`config.mk`:
```
export PLATFORM = sky130hd
export DESIGN_NAME = eles_top
export DESIGN_NICKNAME = d
export VERILOG_FILES = /design/src/include/eles_pkg.sv /design/src/include/eles_cls_if.sv /design/src/hw/eles_classifier.sv /design/src/hw/eles_top.sv
export SDC_FILE = /design/constraint.sdc
export NUM_CORES = 1
export LEC_CHECK = 0
export BUFFER_PORTS_ARGS = -buffer_cell sky130_fd_sc_hd__buf_2
export CORE_MARGIN = 4
export CORE_UTILIZATION = 62
export CTS_BUF_LIST = sky130_fd_sc_hd__clkbuf_8
export CTS_CLUSTER_DIAMETER = 50
export DETAILED_ROUTE_END_ITERATION = 16
export HOLD_SLACK_MARGIN = 0.08
export PLACE_DENSITY = 0.82
export SKIP_CTS_REPAIR_TIMING = 1
export SLEW_MARGIN = 40
export SYNTH_ARGS = -nofsm -noshare
export SYNTH_HDL_FRONTEND = slang
export SYNTH_SLANG_ARGS = --single-unit
```
`constraint.sdc`:
```
create_clock -name mclk -period 2.5 [get_ports mclk]
set_input_delay 0 -clock mclk [delete_from_list [all_inputs] [get_ports mclk]]
set_output_delay 0 -clock mclk [all_outputs]
set_load 0.03 [all_outputs]
```
`src/include/eles_pkg.sv`:
```
`default_nettype none
package eles_pkg;

  localparam int unsigned CLK_HZ = 10_000_000;

  // blink timing, figures in milliseconds
  localparam int unsigned FAST_PERIOD_MS   = 200;
  localparam int unsigned NORMAL_PERIOD_MS = 500;
  localparam int unsigned SLOW_ON_MS       = 1000;
  localparam int unsigned SLOW_OFF_MS      = 3000;

  // one tick per millisecond drives all blink counters
  localparam int unsigned MS_TICK_CYCLES = CLK_HZ / 1000;

  // toggle every half period
  localparam int unsigned FAST_HALF_MS   = FAST_PERIOD_MS / 2;
  localparam int unsigned NORMAL_HALF_MS = NORMAL_PERIOD_MS / 2;

  localparam logic [15:0] CODE_PROG_DAMAGED   = 16'h000C;
  localparam logic [15:0] CODE_MEM_DENIED     = 16'h0010;
  localparam logic [15:0] CODE_BAD_ID         = 16'h0011;
  localparam logic [15:0] CODE_BAD_PASSWORD   = 16'h0012;
  localparam logic [15:0] CODE_CLOCK_LOST     = 16'h0026;
  localparam logic [15:0] CODE_BATTERY_LOW    = 16'h0027;
  localparam logic [15:0] CODE_SUPPLY_DIP     = 16'h002A;
  localparam logic [15:0] CODE_PWD_LIMIT      = 16'h002D;
  localparam logic [15:0] CODE_EXT_MEM_DENIED = 16'h002E;
  localparam logic [15:0] CODE_PROG_LOG_MISM  = 16'h002F;
  localparam logic [15:0] CODE_LATCH_FIRST    = 16'h0050;
  localparam logic [15:0] CODE_LATCH_LAST     = 16'h0059;
  localparam logic [15:0] CODE_CARD_ABSENT    = 16'h005D;
  localparam logic [15:0] CODE_CARD_INIT      = 16'h005E;
  localparam logic [15:0] CODE_CARD_WRITE     = 16'h0063;
  localparam logic [15:0] CODE_CARD_READ      = 16'h0064;
  localparam logic [15:0] CODE_CARD_PLACEMENT = 16'h0070;
  localparam logic [15:0] CODE_IRQ_RANGE      = 16'h0102;
  localparam logic [15:0] CODE_MASTER_CTRL_RANGE  = 16'h0202;
  localparam logic [15:0] CODE_MASTER_RESET_RANGE = 16'h0302;
  localparam logic [15:0] CODE_HSC_OPERAND    = 16'h0D03;
  localparam logic [15:0] CODE_CNT_OPERAND    = 16'h0E05;
  localparam logic [15:0] CODE_REMOTE_FIRST   = 16'h1300;
  localparam logic [15:0] CODE_REMOTE_LAST    = 16'h130F;

  // listed in rising severity so a larger value wins
  typedef enum logic [2:0] {
    LED_OFF,
    LED_SLOW,
    LED_NORMAL,
    LED_FAST,
    LED_ON
  } eles_led_type;

endpackage
`default_nettype wire

```
`src/include/eles_cls_if.sv`:
```
`timescale 1ns/1ps
`default_nettype none
interface eles_cls_if;
  logic [15:0]  code;
  logic         halt;
  logic         known;
  eles_pkg::eles_led_type led;

  modport classifier (input code, output halt, output known, output led);
  modport user (output code, input halt, input known, input led);
endinterface
`default_nettype wire

```
`src/hw/eles_classifier.sv`:
```
`timescale 1ns/1ps
`default_nettype none
module eles_classifier
  import eles_pkg::*;
(
  eles_cls_if.classifier cls
);

  always_comb begin
    cls.halt  = 1'b0;
    cls.known = 1'b1;
    cls.led   = LED_OFF;
    unique case (cls.code)
      CODE_PROG_DAMAGED, CODE_MEM_DENIED, CODE_EXT_MEM_DENIED: begin
        cls.halt = 1'b1;
        cls.led  = LED_NORMAL;
      end
      CODE_PROG_LOG_MISM, CODE_CARD_PLACEMENT: begin
        cls.halt = 1'b1;
        cls.led  = LED_NORMAL;
      end
      CODE_IRQ_RANGE, CODE_MASTER_CTRL_RANGE, CODE_MASTER_RESET_RANGE: begin
        cls.halt = 1'b1;
        cls.led  = LED_NORMAL;
      end
      CODE_HSC_OPERAND, CODE_CNT_OPERAND: begin
        cls.halt = 1'b1;
        cls.led  = LED_NORMAL;
      end
      CODE_BAD_ID, CODE_BAD_PASSWORD, CODE_PWD_LIMIT: begin
        cls.led = LED_OFF;
      end
      CODE_CARD_ABSENT, CODE_CARD_INIT, CODE_CARD_WRITE, CODE_CARD_READ: begin
        cls.led = LED_OFF;
      end
      CODE_SUPPLY_DIP: begin
        cls.led = LED_FAST;
      end
      CODE_CLOCK_LOST, CODE_BATTERY_LOW: begin
        cls.led = LED_OFF;
      end
      default: begin
        if (cls.code >= CODE_LATCH_FIRST && cls.code <= CODE_LATCH_LAST) begin
          cls.led = LED_OFF;
        end else if (cls.code >= CODE_REMOTE_FIRST
                     && cls.code <= CODE_REMOTE_LAST) begin
          cls.led = LED_SLOW;
        end else begin
          // unlisted codes raise the unknown flag but change nothing else
          cls.known = 1'b0;
        end
      end
    endcase
  end

endmodule
`default_nettype wire

```
`src/hw/eles_top.sv`:
```
// Summary of operation
// - each detected fault presents a numeric code with a strobe to this encoder
// - the LED has five states: on, off, fast, normal and slow blinking
// - fast blinking toggles the LED with a 0.2 second period
// - normal blinking toggles the LED with a 0.5 second period
// - slow blinking is lit 1 second then dark 3 seconds, repeating
// - steady on is for serious errors; each code halts or continues
// - while LED is on, fast or normal, processor run stays blocked until clear
// - halting codes stop execution, continuing codes leave it alone
// - codes 000C, 0010, 002E halt with normal blinking
// - codes 002F and 0070 halt with normal blinking
// - codes 0102, 0202, 0302 halt with normal blinking
// - codes 0D03 and 0E05 halt with normal blinking
// - codes 0011, 0012, 002D continue with LED off
// - codes 0050 through 0059 continue with LED off
// - codes 005D, 005E, 0063, 0064 continue with LED off
// - code 002A continues with fast blinking
// - codes 0026 and 0027 continue and set no LED state
// - codes 1300 through 130F continue with slow blinking
`timescale 1ns/1ps
`default_nettype none
module eles_top
  import eles_pkg::*;
#(
  parameter int unsigned MS_CYCLES = MS_TICK_CYCLES
) (
  input  wire logic        mclk,
  input  wire logic        rst,
  input  wire logic        errValid,
  input  wire logic [15:0] errCode,
  input  wire logic        serious,
  input  wire logic        clearErr,
  output logic             errLed,
  output logic             cpuHalt,
  output logic             runPermit,
  output logic [2:0]       ledState,
  output logic             unknownCode
);

  // ----------------------------------------------------------------
  // code classification
  // ----------------------------------------------------------------
  eles_cls_if cls ();

  assign cls.code = errCode;

  eles_classifier u_cls (
    .cls (cls)
  );

  // ----------------------------------------------------------------
  // accumulated error state
  // ----------------------------------------------------------------
  // most severe state seen since the last clear, and halt latch
  eles_led_type sevQ;
  eles_led_type sevD;
  logic         haltQ;
  logic         haltD;
  logic         unknownQ;

  always_comb begin
    sevD  = sevQ;
    haltD = haltQ;
    if (clearErr) begin
      sevD  = LED_OFF;
      haltD = 1'b0;
    end
    // a new code in the clear cycle still lands: set beats clear
    if (serious) begin
      sevD  = LED_ON;
      haltD = 1'b1;
    end
    if (errValid) begin
      if (cls.led > sevD) begin
        sevD = cls.led;
      end
      if (cls.halt) begin
        haltD = 1'b1;
      end
    end
  end

  always_ff @(posedge mclk or posedge rst) begin
    if (rst) begin
      sevQ  <= LED_OFF;
      haltQ <= 1'b0;
    end else begin
      sevQ  <= sevD;
      haltQ <= haltD;
    end
  end

  always_ff @(posedge mclk or posedge rst) begin
    if (rst) begin
      unknownQ <= 1'b0;
    end else if (errValid && !cls.known) begin
      unknownQ <= 1'b1;
    end else if (clearErr) begin
      unknownQ <= 1'b0;
    end
  end

  // ----------------------------------------------------------------
  // millisecond tick
  // ----------------------------------------------------------------
  localparam int unsigned TICK_W = $clog2(MS_CYCLES + 1);
  localparam logic [TICK_W-1:0] TICK_LAST = TICK_W'(MS_CYCLES - 1);

  logic [TICK_W-1:0] tickCntQ;
  logic              msTickQ;

  always_ff @(posedge mclk or posedge rst) begin
    if (rst) begin
      tickCntQ <= '0;
      msTickQ  <= 1'b0;
    end else if (tickCntQ == TICK_LAST) begin
      tickCntQ <= '0;
      msTickQ  <= 1'b1;
    end else begin
      tickCntQ <= tickCntQ + TICK_W'(1);
      msTickQ  <= 1'b0;
    end
  end

  // ----------------------------------------------------------------
  // blink generators
  // ----------------------------------------------------------------
  // free running; a fresh state picks up mid-phase, at most one half
  // period late (slow: up to its 3 second dark phase), which keeps the generators simple
  localparam logic [11:0] FAST_HALF   = 12'(FAST_HALF_MS - 1);
  localparam logic [11:0] NORMAL_HALF = 12'(NORMAL_HALF_MS - 1);
  localparam logic [11:0] SLOW_LAST   = 12'(SLOW_ON_MS + SLOW_OFF_MS - 1);
  localparam logic [11:0] SLOW_ON_END = 12'(SLOW_ON_MS);

  logic [11:0] fastCntQ;
  logic [11:0] normCntQ;
  logic [11:0] slowCntQ;
  logic        fastQ;
  logic        normQ;

  always_ff @(posedge mclk or posedge rst) begin
    if (rst) begin
      fastCntQ <= '0;
      fastQ    <= 1'b0;
    end else if (msTickQ) begin
      if (fastCntQ == FAST_HALF) begin
        fastCntQ <= '0;
        fastQ    <= ~fastQ;
      end else begin
        fastCntQ <= fastCntQ + 12'h001;
      end
    end
  end

  always_ff @(posedge mclk or posedge rst) begin
    if (rst) begin
      normCntQ <= '0;
      normQ    <= 1'b0;
    end else if (msTickQ) begin
      if (normCntQ == NORMAL_HALF) begin
        normCntQ <= '0;
        normQ    <= ~normQ;
      end else begin
        normCntQ <= normCntQ + 12'h001;
      end
    end
  end

  always_ff @(posedge mclk or posedge rst) begin
    if (rst) begin
      slowCntQ <= '0;
    end else if (msTickQ) begin
      if (slowCntQ == SLOW_LAST) begin
        slowCntQ <= '0;
      end else begin
        slowCntQ <= slowCntQ + 12'h001;
      end
    end
  end

  logic slowLit;
  assign slowLit = (slowCntQ < SLOW_ON_END);

  // ----------------------------------------------------------------
  // outputs
  // ----------------------------------------------------------------
  logic ledD;

  always_comb begin
    unique case (sevQ)
      LED_OFF:    ledD = 1'b0;
      LED_SLOW:   ledD = slowLit;
      LED_NORMAL: ledD = normQ;
      LED_FAST:   ledD = fastQ;
      LED_ON:     ledD = 1'b1;
      default:    ledD = 1'b0;
    endcase
  end

  always_ff @(posedge mclk or posedge rst) begin
    if (rst) begin
      errLed      <= 1'b0;
      cpuHalt     <= 1'b0;
      runPermit   <= 1'b1;
      ledState    <= 3'h0;
      unknownCode <= 1'b0;
    end else begin
      errLed      <= ledD;
      cpuHalt     <= haltQ;
      // run blocked for on, fast and normal until cleared
      runPermit   <= !haltQ && (sevQ < LED_NORMAL);
      ledState    <= sevQ;
      unknownCode <= unknownQ;
    end
  end

  // ----------------------------------------------------------------
  // checks
  // ----------------------------------------------------------------
  a_halt_codes_stop: assert property (@(posedge mclk) disable iff (rst)
    errValid && !clearErr && (errCode == CODE_MEM_DENIED) |-> ##2 cpuHalt && !runPermit)
    else $error("halting code did not stop the processor");

  a_remote_slow: assert property (@(posedge mclk) disable iff (rst)
    errValid && (errCode == CODE_REMOTE_LAST) |=> sevQ >= LED_SLOW)
    else $error("remote code did not select slow blinking");

  a_dip_fast: assert property (@(posedge mclk) disable iff (rst)
    errValid && !serious && (errCode == CODE_SUPPLY_DIP) && !haltQ |=> sevQ >= LED_FAST)
    else $error("supply dip did not select fast blinking");

  a_card_continue: assert property (@(posedge mclk) disable iff (rst)
    errValid && !serious && !clearErr && (errCode == CODE_CARD_READ) |=> $stable(haltQ) && $stable(sevQ))
    else $error("memory card fault stopped the processor");

  a_run_blocked: assert property (@(posedge mclk) disable iff (rst)
    (sevQ >= LED_NORMAL) |=> !runPermit)
    else $error("processor allowed to run while error LED active");

  a_severity_keep: assert property (@(posedge mclk) disable iff (rst)
    !clearErr && (sevQ == LED_FAST) |=> sevQ >= LED_FAST)
    else $error("less severe code lowered the LED state");

  a_steady_on: assert property (@(posedge mclk) disable iff (rst)
    (sevQ == LED_ON) && $past(sevQ == LED_ON) |=> errLed)
    else $error("steady on state did not light the LED");

  a_led_off: assert property (@(posedge mclk) disable iff (rst)
    (sevQ == LED_OFF) |=> !errLed)
    else $error("LED lit while in the off state");

  a_slow_phase: assert property (@(posedge mclk) disable iff (rst)
    msTickQ && (slowCntQ == SLOW_LAST) |=> slowLit ##1 slowLit)
    else $error("slow blink did not restart in its lit phase");

  a_tick_align: assert property (@(posedge mclk) disable iff (rst)
    msTickQ |-> (tickCntQ == '0))
    else $error("millisecond tick out of step with its counter");

  a_fast_toggle: assert property (@(posedge mclk) disable iff (rst)
    msTickQ && (fastCntQ == FAST_HALF) |=> (fastQ != $past(fastQ)))
    else $error("fast blink did not toggle at its half period");

  a_fast_hold: assert property (@(posedge mclk) disable iff (rst)
    !(msTickQ && (fastCntQ == FAST_HALF)) |=> $stable(fastQ))
    else $error("fast blink toggled inside its half period");

  a_norm_toggle: assert property (@(posedge mclk) disable iff (rst)
    msTickQ && (normCntQ == NORMAL_HALF) |=> (normQ != $past(normQ)))
    else $error("normal blink did not toggle at its half period");

  a_norm_hold: assert property (@(posedge mclk) disable iff (rst)
    !(msTickQ && (normCntQ == NORMAL_HALF)) |=> $stable(normQ))
    else $error("normal blink toggled inside its half period");

  a_slow_dark: assert property (@(posedge mclk) disable iff (rst)
    msTickQ && (slowCntQ == SLOW_ON_END - 12'h001) |=> !slowLit)
    else $error("slow blink did not go dark after its lit phase");

  a_serious_on: assert property (@(posedge mclk) disable iff (rst)
    serious |=> haltQ && (sevQ == LED_ON))
    else $error("serious error did not halt with steady on");

  a_clear_release: assert property (@(posedge mclk) disable iff (rst)
    clearErr && !errValid && !serious |=> ##1 runPermit && !cpuHalt)
    else $error("clear did not release the processor");

  a_placement_halt: assert property (@(posedge mclk) disable iff (rst)
    errValid && (errCode == CODE_CARD_PLACEMENT) |=> haltQ && (sevQ >= LED_NORMAL))
    else $error("placement mismatch did not halt the processor");

  a_range_halt: assert property (@(posedge mclk) disable iff (rst)
    errValid && (errCode == CODE_MASTER_CTRL_RANGE) |=> haltQ && (sevQ >= LED_NORMAL))
    else $error("range error did not halt the processor");

  a_operand_halt: assert property (@(posedge mclk) disable iff (rst)
    errValid && (errCode == CODE_CNT_OPERAND) |=> haltQ && (sevQ >= LED_NORMAL))
    else $error("operand misuse did not halt the processor");

  a_password_continue: assert property (@(posedge mclk) disable iff (rst)
    errValid && !serious && !clearErr && (errCode == CODE_BAD_PASSWORD)
    |=> $stable(haltQ) && $stable(sevQ))
    else $error("password fault changed the run state");

  a_latch_continue: assert property (@(posedge mclk) disable iff (rst)
    errValid && !serious && !clearErr && (errCode >= CODE_LATCH_FIRST)
    && (errCode <= CODE_LATCH_LAST) |=> $stable(haltQ) && $stable(sevQ))
    else $error("retentive storage fault changed the run state");

  a_battery_continue: assert property (@(posedge mclk) disable iff (rst)
    errValid && !serious && !clearErr
    && ((errCode == CODE_CLOCK_LOST) || (errCode == CODE_BATTERY_LOW))
    |=> $stable(haltQ) && $stable(sevQ))
    else $error("clock or battery fault changed the run state");

  a_unknown_flag: assert property (@(posedge mclk) disable iff (rst)
    errValid && (errCode == 16'hFFFF) |=> ##1 unknownCode)
    else $error("unlisted code did not raise the unknown flag");

endmodule
`default_nettype wire

```
; ---- Word-level counts from Yosys, hierarchy flattened
; Cells that the tools add are included.
[classes]
n_addsub = 4
shift = 0
n_reduce_logical = 12
mul = 0
mux = 23
n_bitwise = 2
order_cmp = 7
div_mod_pow = 0
eq_ne = 28
[ops]
columns = op, count
row1 = == test 16 x 6 -> 1 bit (second input constant), 6
row2 = == test 16 x 7 -> 1 bit (second input constant), 5
row3 = == test 16 x 5 -> 1 bit (second input constant), 3
row4 = adder 12 x 1 -> 12 bit (second input constant), 3
row5 = two-way mux 12 bit, 3
row6 = == test 16 x 10 -> 1 bit (second input constant), 2
row7 = == test 16 x 12 -> 1 bit (second input constant), 2
row8 = OR reduction 20 bit, 1
row9 = == test 16 x 4 -> 1 bit (second input constant), 1
row10 = == test 16 x 9 -> 1 bit (second input constant), 1
row11 = >= comparator 16 x 13 -> 1 bit (second input constant), 1
row12 = >= comparator 16 x 7 -> 1 bit (second input constant), 1
row13 = <= comparator 16 x 13 -> 1 bit (second input constant), 1
row14 = <= comparator 16 x 7 -> 1 bit (second input constant), 1
row15 = two-way mux 3 bit, 5
row16 = adder 14 x 1 -> 14 bit (second input constant), 1
row17 = == test 14 bit (second input constant), 1
row18 = two-way mux 14 bit, 1
row19 = == test 12 bit (second input constant), 1
row20 = == test 12 x 7 -> 1 bit (second input constant), 1
row21 = == test 12 x 8 -> 1 bit (second input constant), 1
row22 = less-than comparator 12 x 10 -> 1 bit (second input constant), 1
row23 = two-way mux 1 bit, 12
row24 = OR reduction 10 bit, 1
row25 = 13 further kinds, 20
[totals]
inputBits = 21
mem_count = 0
latch_bits = 0
register_bits = 65
ramBits = 0
out_inout_bits = 7
rom_bits = 0

; ---- Depth between registers and ports, before layout
[depth]
word_depth = 8
ltp_mapped = 12

; ---- Hierarchy
; Synthesis repeated with hierarchy kept, for this count alone.
[unflattened]
cells_unflattened = 331
area_unflattened_um2 = 3395.8
[by_module_without_submodules]
columns = module, cells_each, area_per_inst_um2, n_inst
row1 = eles_top, 273, 2996.6, 1
row2 = eles_classifier, 58, 399.1, 1

; ---- Least setup slack after synthesis
; OpenSTA, ideal clock, no wires.
[synth_timing]
path_type = input -> register
from = in errCode[13]
to = reg sevQ[1]
cell_stages = 10
setup_ns = 0.118
arrival_ns = 2.043
n_path_buf = 0
required_time_ns = 2.382
slack_ns = 0.339
cell_sequence = or3_1 -> or3b_1 -> a2111o_1 -> o21ai_0 -> ha_1 -> nand2_1 -> nand2_1 -> nor3_1 -> nor2_1 -> a21o_1
[synth_between]
elab_chain_len = 8
word_cells_on_any_way = 34
cone_classes = 5 x order compare / 20 x eq/ne / 5 x mux / 4 x reduce/logical
[synth_lines]
columns = item, line_no
row1 = from (decl), eles_top.sv:30  ; input wire logic [15:0] errCode,
row2 = >= comparator 16 x 13 -> 1 bit / <= comparator 16 x 13 -> 1 bit (equally long branches), "eles_classifier.sv:45, eles_classifier.sv:46"
row3 = logical AND 1 bit, eles_classifier.sv:46  ; && cls.code <= CODE_REMOTE_LAST) begin
row4 = two-way mux 1 bit, eles_classifier.sv:45  ; end else if (cls.code >= CODE_REMOTE_FIRST
row5 = two-way mux 3 bit, eles_classifier.sv:43  ; if (cls.code >= CODE_LATCH_FIRST && cls.code <= CODE_LATCH_LAST) begin
row6 = case mux 3 bit (3 select lines) (*), eles_classifier.sv:13  ; unique case (cls.code)
row7 = > comparator 3 bit, eles_top.sv:74  ; if (cls.led > sevD) begin
row8 = two-way mux 3 bit (*), eles_top.sv:74
row9 = two-way mux 3 bit (*), eles_top.sv:73  ; if (errValid) begin
row10 = via sevD[1], eles_top.sv:56  ; eles_led_type sevD;
row11 = to (signal assigned), eles_top.sv:88  ; sevQ <= sevD;
row12 = to (decl), eles_top.sv:55  ; eles_led_type sevQ;
; The timed path passes the listed nets; every way through them passes the cells marked *.
; A chain may end at the register's enable or synchronous reset.

; ---- Worst setup path in the final report
[layout_timing]
from = reg normCntQ[1]
to = reg normCntQ[3]
[layout_between]
elab_chain_len = 2
word_cells_on_any_way = 3
cone_classes = 1 x add/sub / 1 x eq/ne / 1 x mux
[layout_lines]
columns = item, line_no
row1 = from (decl), eles_top.sv:136  ; logic [11:0] normCntQ;
row2 = from (signal assigned), eles_top.sv:164  ; normCntQ <= normCntQ + 12'h001;
row3 = adder 12 x 1 -> 12 bit / == test 12 x 8 -> 1 bit (equally long branches), "eles_top.sv:164, eles_top.sv:160"
row4 = two-way mux 12 bit (*), eles_top.sv:160  ; if (normCntQ == NORMAL_HALF) begin
; Every way passes the cells marked *; elsewhere a longest branch is shown, timed or not.

==> results.md <==
- DP HPWL: 4.39 mm
- Leak pwr: 1.74 nW
- First-pass GRT wire length: 11.2 mm
- Largest net degree at the start of global routing: 34
- Fill cells: 394
- Clk root buf: clkbuf_8
- Io pins: 28
- Drt drc: 0
- Post-Syn Nets: approximately 360
- Setup_tns: 0 ns
- Synth unique cells: 54
- Worst vdd ir: between 300 and 400 uV
- GP Congestion: 0.844
- Synthesis Warnings: 0
- Critical path capture point type: flip-flop
- Total CTS buffers: 9
- Worst slew pin tran: 0.668 ns
- Share of post-route cells with drive strength above 1: 0.151
- Initial antenna violation count: 0
- Largest area contributor in the synthesized netlist: dfrtp_1
- Die ar.: 6590 um2
- Core area: 5140 um2
- DR WL/cell: between 10 and 15 um
- Main synth FF type: dfrtp_1
- Die W: 81.2 um
- P per Cell Area: 572 nW/um2
- Maxcap violations: 0
- Buffers on Ports: 27
- All-Layer GR Usage: 0.221
- Clock Skews: 0.0117 ns
- Slew margin rel.: 0.554
- Vias: 2,535
- Final Net Count: 400
- Via-to-Cell Ratio: between 5 and 6
- FMAX: 483 MHz
- Clock Latency Late Sink: 0.34 ns
- CTS H-tree lvls: 3
- Drt first pass iters: 4
- Status: finished clean
- CP Class: flip-flop to flip-flop
- Row cnt: 26
- Total Wirelength: 6.31 mm
- Commonest non-fill, non-tap cell in the layout: dfrtp_1
- Synthesized flop and latch total: 65
- Clock buffer depth: 2
- Final Hold Fails: 0
- Die Span Y: 81.2 um
- ANT cells: 0
- Pins Over Slew Limit: 0
- Final min period: 2.07 ns
- Antenna-violating nets left: 0
- Final Util: 0.740
- RSZ-0062 raised after global routing: no
- Top cell type's share of synthesized area: 0.482
- Final setup vio count: 0
- Post-synthesis sequential area ratio: 0.490
- Post-synth ARST share: 1.00
- Hold WC Path Type: input pin to flip-flop
- Clock sinks: 65
- Crit share post-route: 0.828
- Clock transition at path regs: about 0.07 ns
- Synth area leaders: dfrtp_1, xnor2_1, nor2_1, xor2_1, nand2_1
- Maximum fanout along the worst path: 9
- Critical Path RT: 2.71 ns
- Commonest non-fill, non-tap cells in the layout: dfrtp_1, nor2_1, nand2_1
- Crit path DAT: ~2.3 ns
- Mapped Avg Cell Area: 9.91 um2
- Initial Util: 0.646
- CP startpoint kind: flip-flop
- Area grow syn2layout: 14.5%
- Post-synth EDFFs: 0
- Cells after Synth: 335
- Synth Cell Area: 3320 um2
- Iter 0 DRT Violations: 115
- CTS tree: built
- Vias in the first global route: 2,534
- Grt total ovfl: 0
-- synthesized netlist by cell type (5+ instances only) --
cell type and instances:
ha_1 7, nand3_1 12, or3_1 5, xor2_1 17, nor3_1 6, nand4_1 14
nand2_1 34, nor2_1 45, a21oi_1 8, o21ai_0 11, xnor2_1 22, inv_1 13
dfrtp_1 64, a21o_1 5, and3_1 8, clkbuf_1 6
-- critical path: stages, from the launching register on --
cell and delay [ns]:
dfrtp_1 0.40, inv_1 0.08, ha_1 0.14, or4b_1 0.49
nor4_4 0.48, o21ai_0 0.19, nand2_1 0.10, o21ai_0 0.07
-- layer usage --
metal	routed length, um	up-vias	share of wire	GRT usage
li1	-	1252	-	-
met1	2770	1243	0.44	0.268
met2	3230	34	0.51	0.379
met3	225	6	0.036	0.0632
met4	80	0	0.013	0.0709
met5	0	-	0	0
-- per-stage QoR --
stage          cell area (um2)  setup slack, ns  std cells  hold WS [ns]  total power, mW
5_1_grt                   3800            0.268        447        0.0900             2.26
3_5_place_dp              3530           0.0964        427         0.141             1.19
3_3_place_gp              3530            0.170        427         0.132             1.18
4_1_cts                   3760            0.431        443        -0.228             2.19
2_1_floorplan             3320            0.339        335        0.0939             1.14
6_report                  3800            0.431        447        0.0710             2.18
-- sequential cells by signal, summed over array words and instances (netlist names), 3 cells and up --
register  cells
tickCntQ     14
fastCntQ     12
normCntQ     12
sevQ          3
slowCntQ     12
ledState      3
-- final timing paths --
| check | slack [ns] | to | start | cells after the start |
|---|---|---|---|---|
| setup / recovery | 0.43 | normCntQ[3] | normCntQ[1] | 7 |
| hold / removal | 0.07 | sevQ[0] | errValid | 4 |
| setup reg to reg | 0.43 | normCntQ[3] | normCntQ[1] | 7 |
| hold reg to reg | 0.39 | unknownCode | unknownQ | 0 |
| max in group asynchronous | 1.46 | normCntQ[3] | rst | 4 |
| min in group asynchronous | 0.31 | slowCntQ[9] | rst | 3 |
-- kinds of logic after synthesis --
logic type | synth area share
buffers and inverters | 0.0245
adders and majority gates | 0.0264
xor gates and xnor gates | 0.103
AOI/OAI and AO/OA | 0.0844
muxes | 0.0192
and+or+nand+nor | 0.252
DFF | 0.490
-- layout make-up --
class / instances / area, um2 / area share
flip-flops and latches: 65 / 1630 / 0.428
multi-input cells: 249 / 1610 / 0.423
repair buffers: 34 / 198 / 0.0520
clock buffers: 11 / 151 / 0.0398
well taps: 70 / 87.6 / 0.0230
clock inverters: 5 / 78.8 / 0.0207
inverters: 13 / 48.8 / 0.0128
-- report_power, final --
part	leakage [nW]	internal, mW	switching, mW
Combinational	0.754	0.0379	0.0680
Clock	0.113	0.612	0.393
Sequential	0.868	1.06	0.00457
Total	1.74	1.71	0.465
No activity file was read; power rests on OpenSTA's default activity.
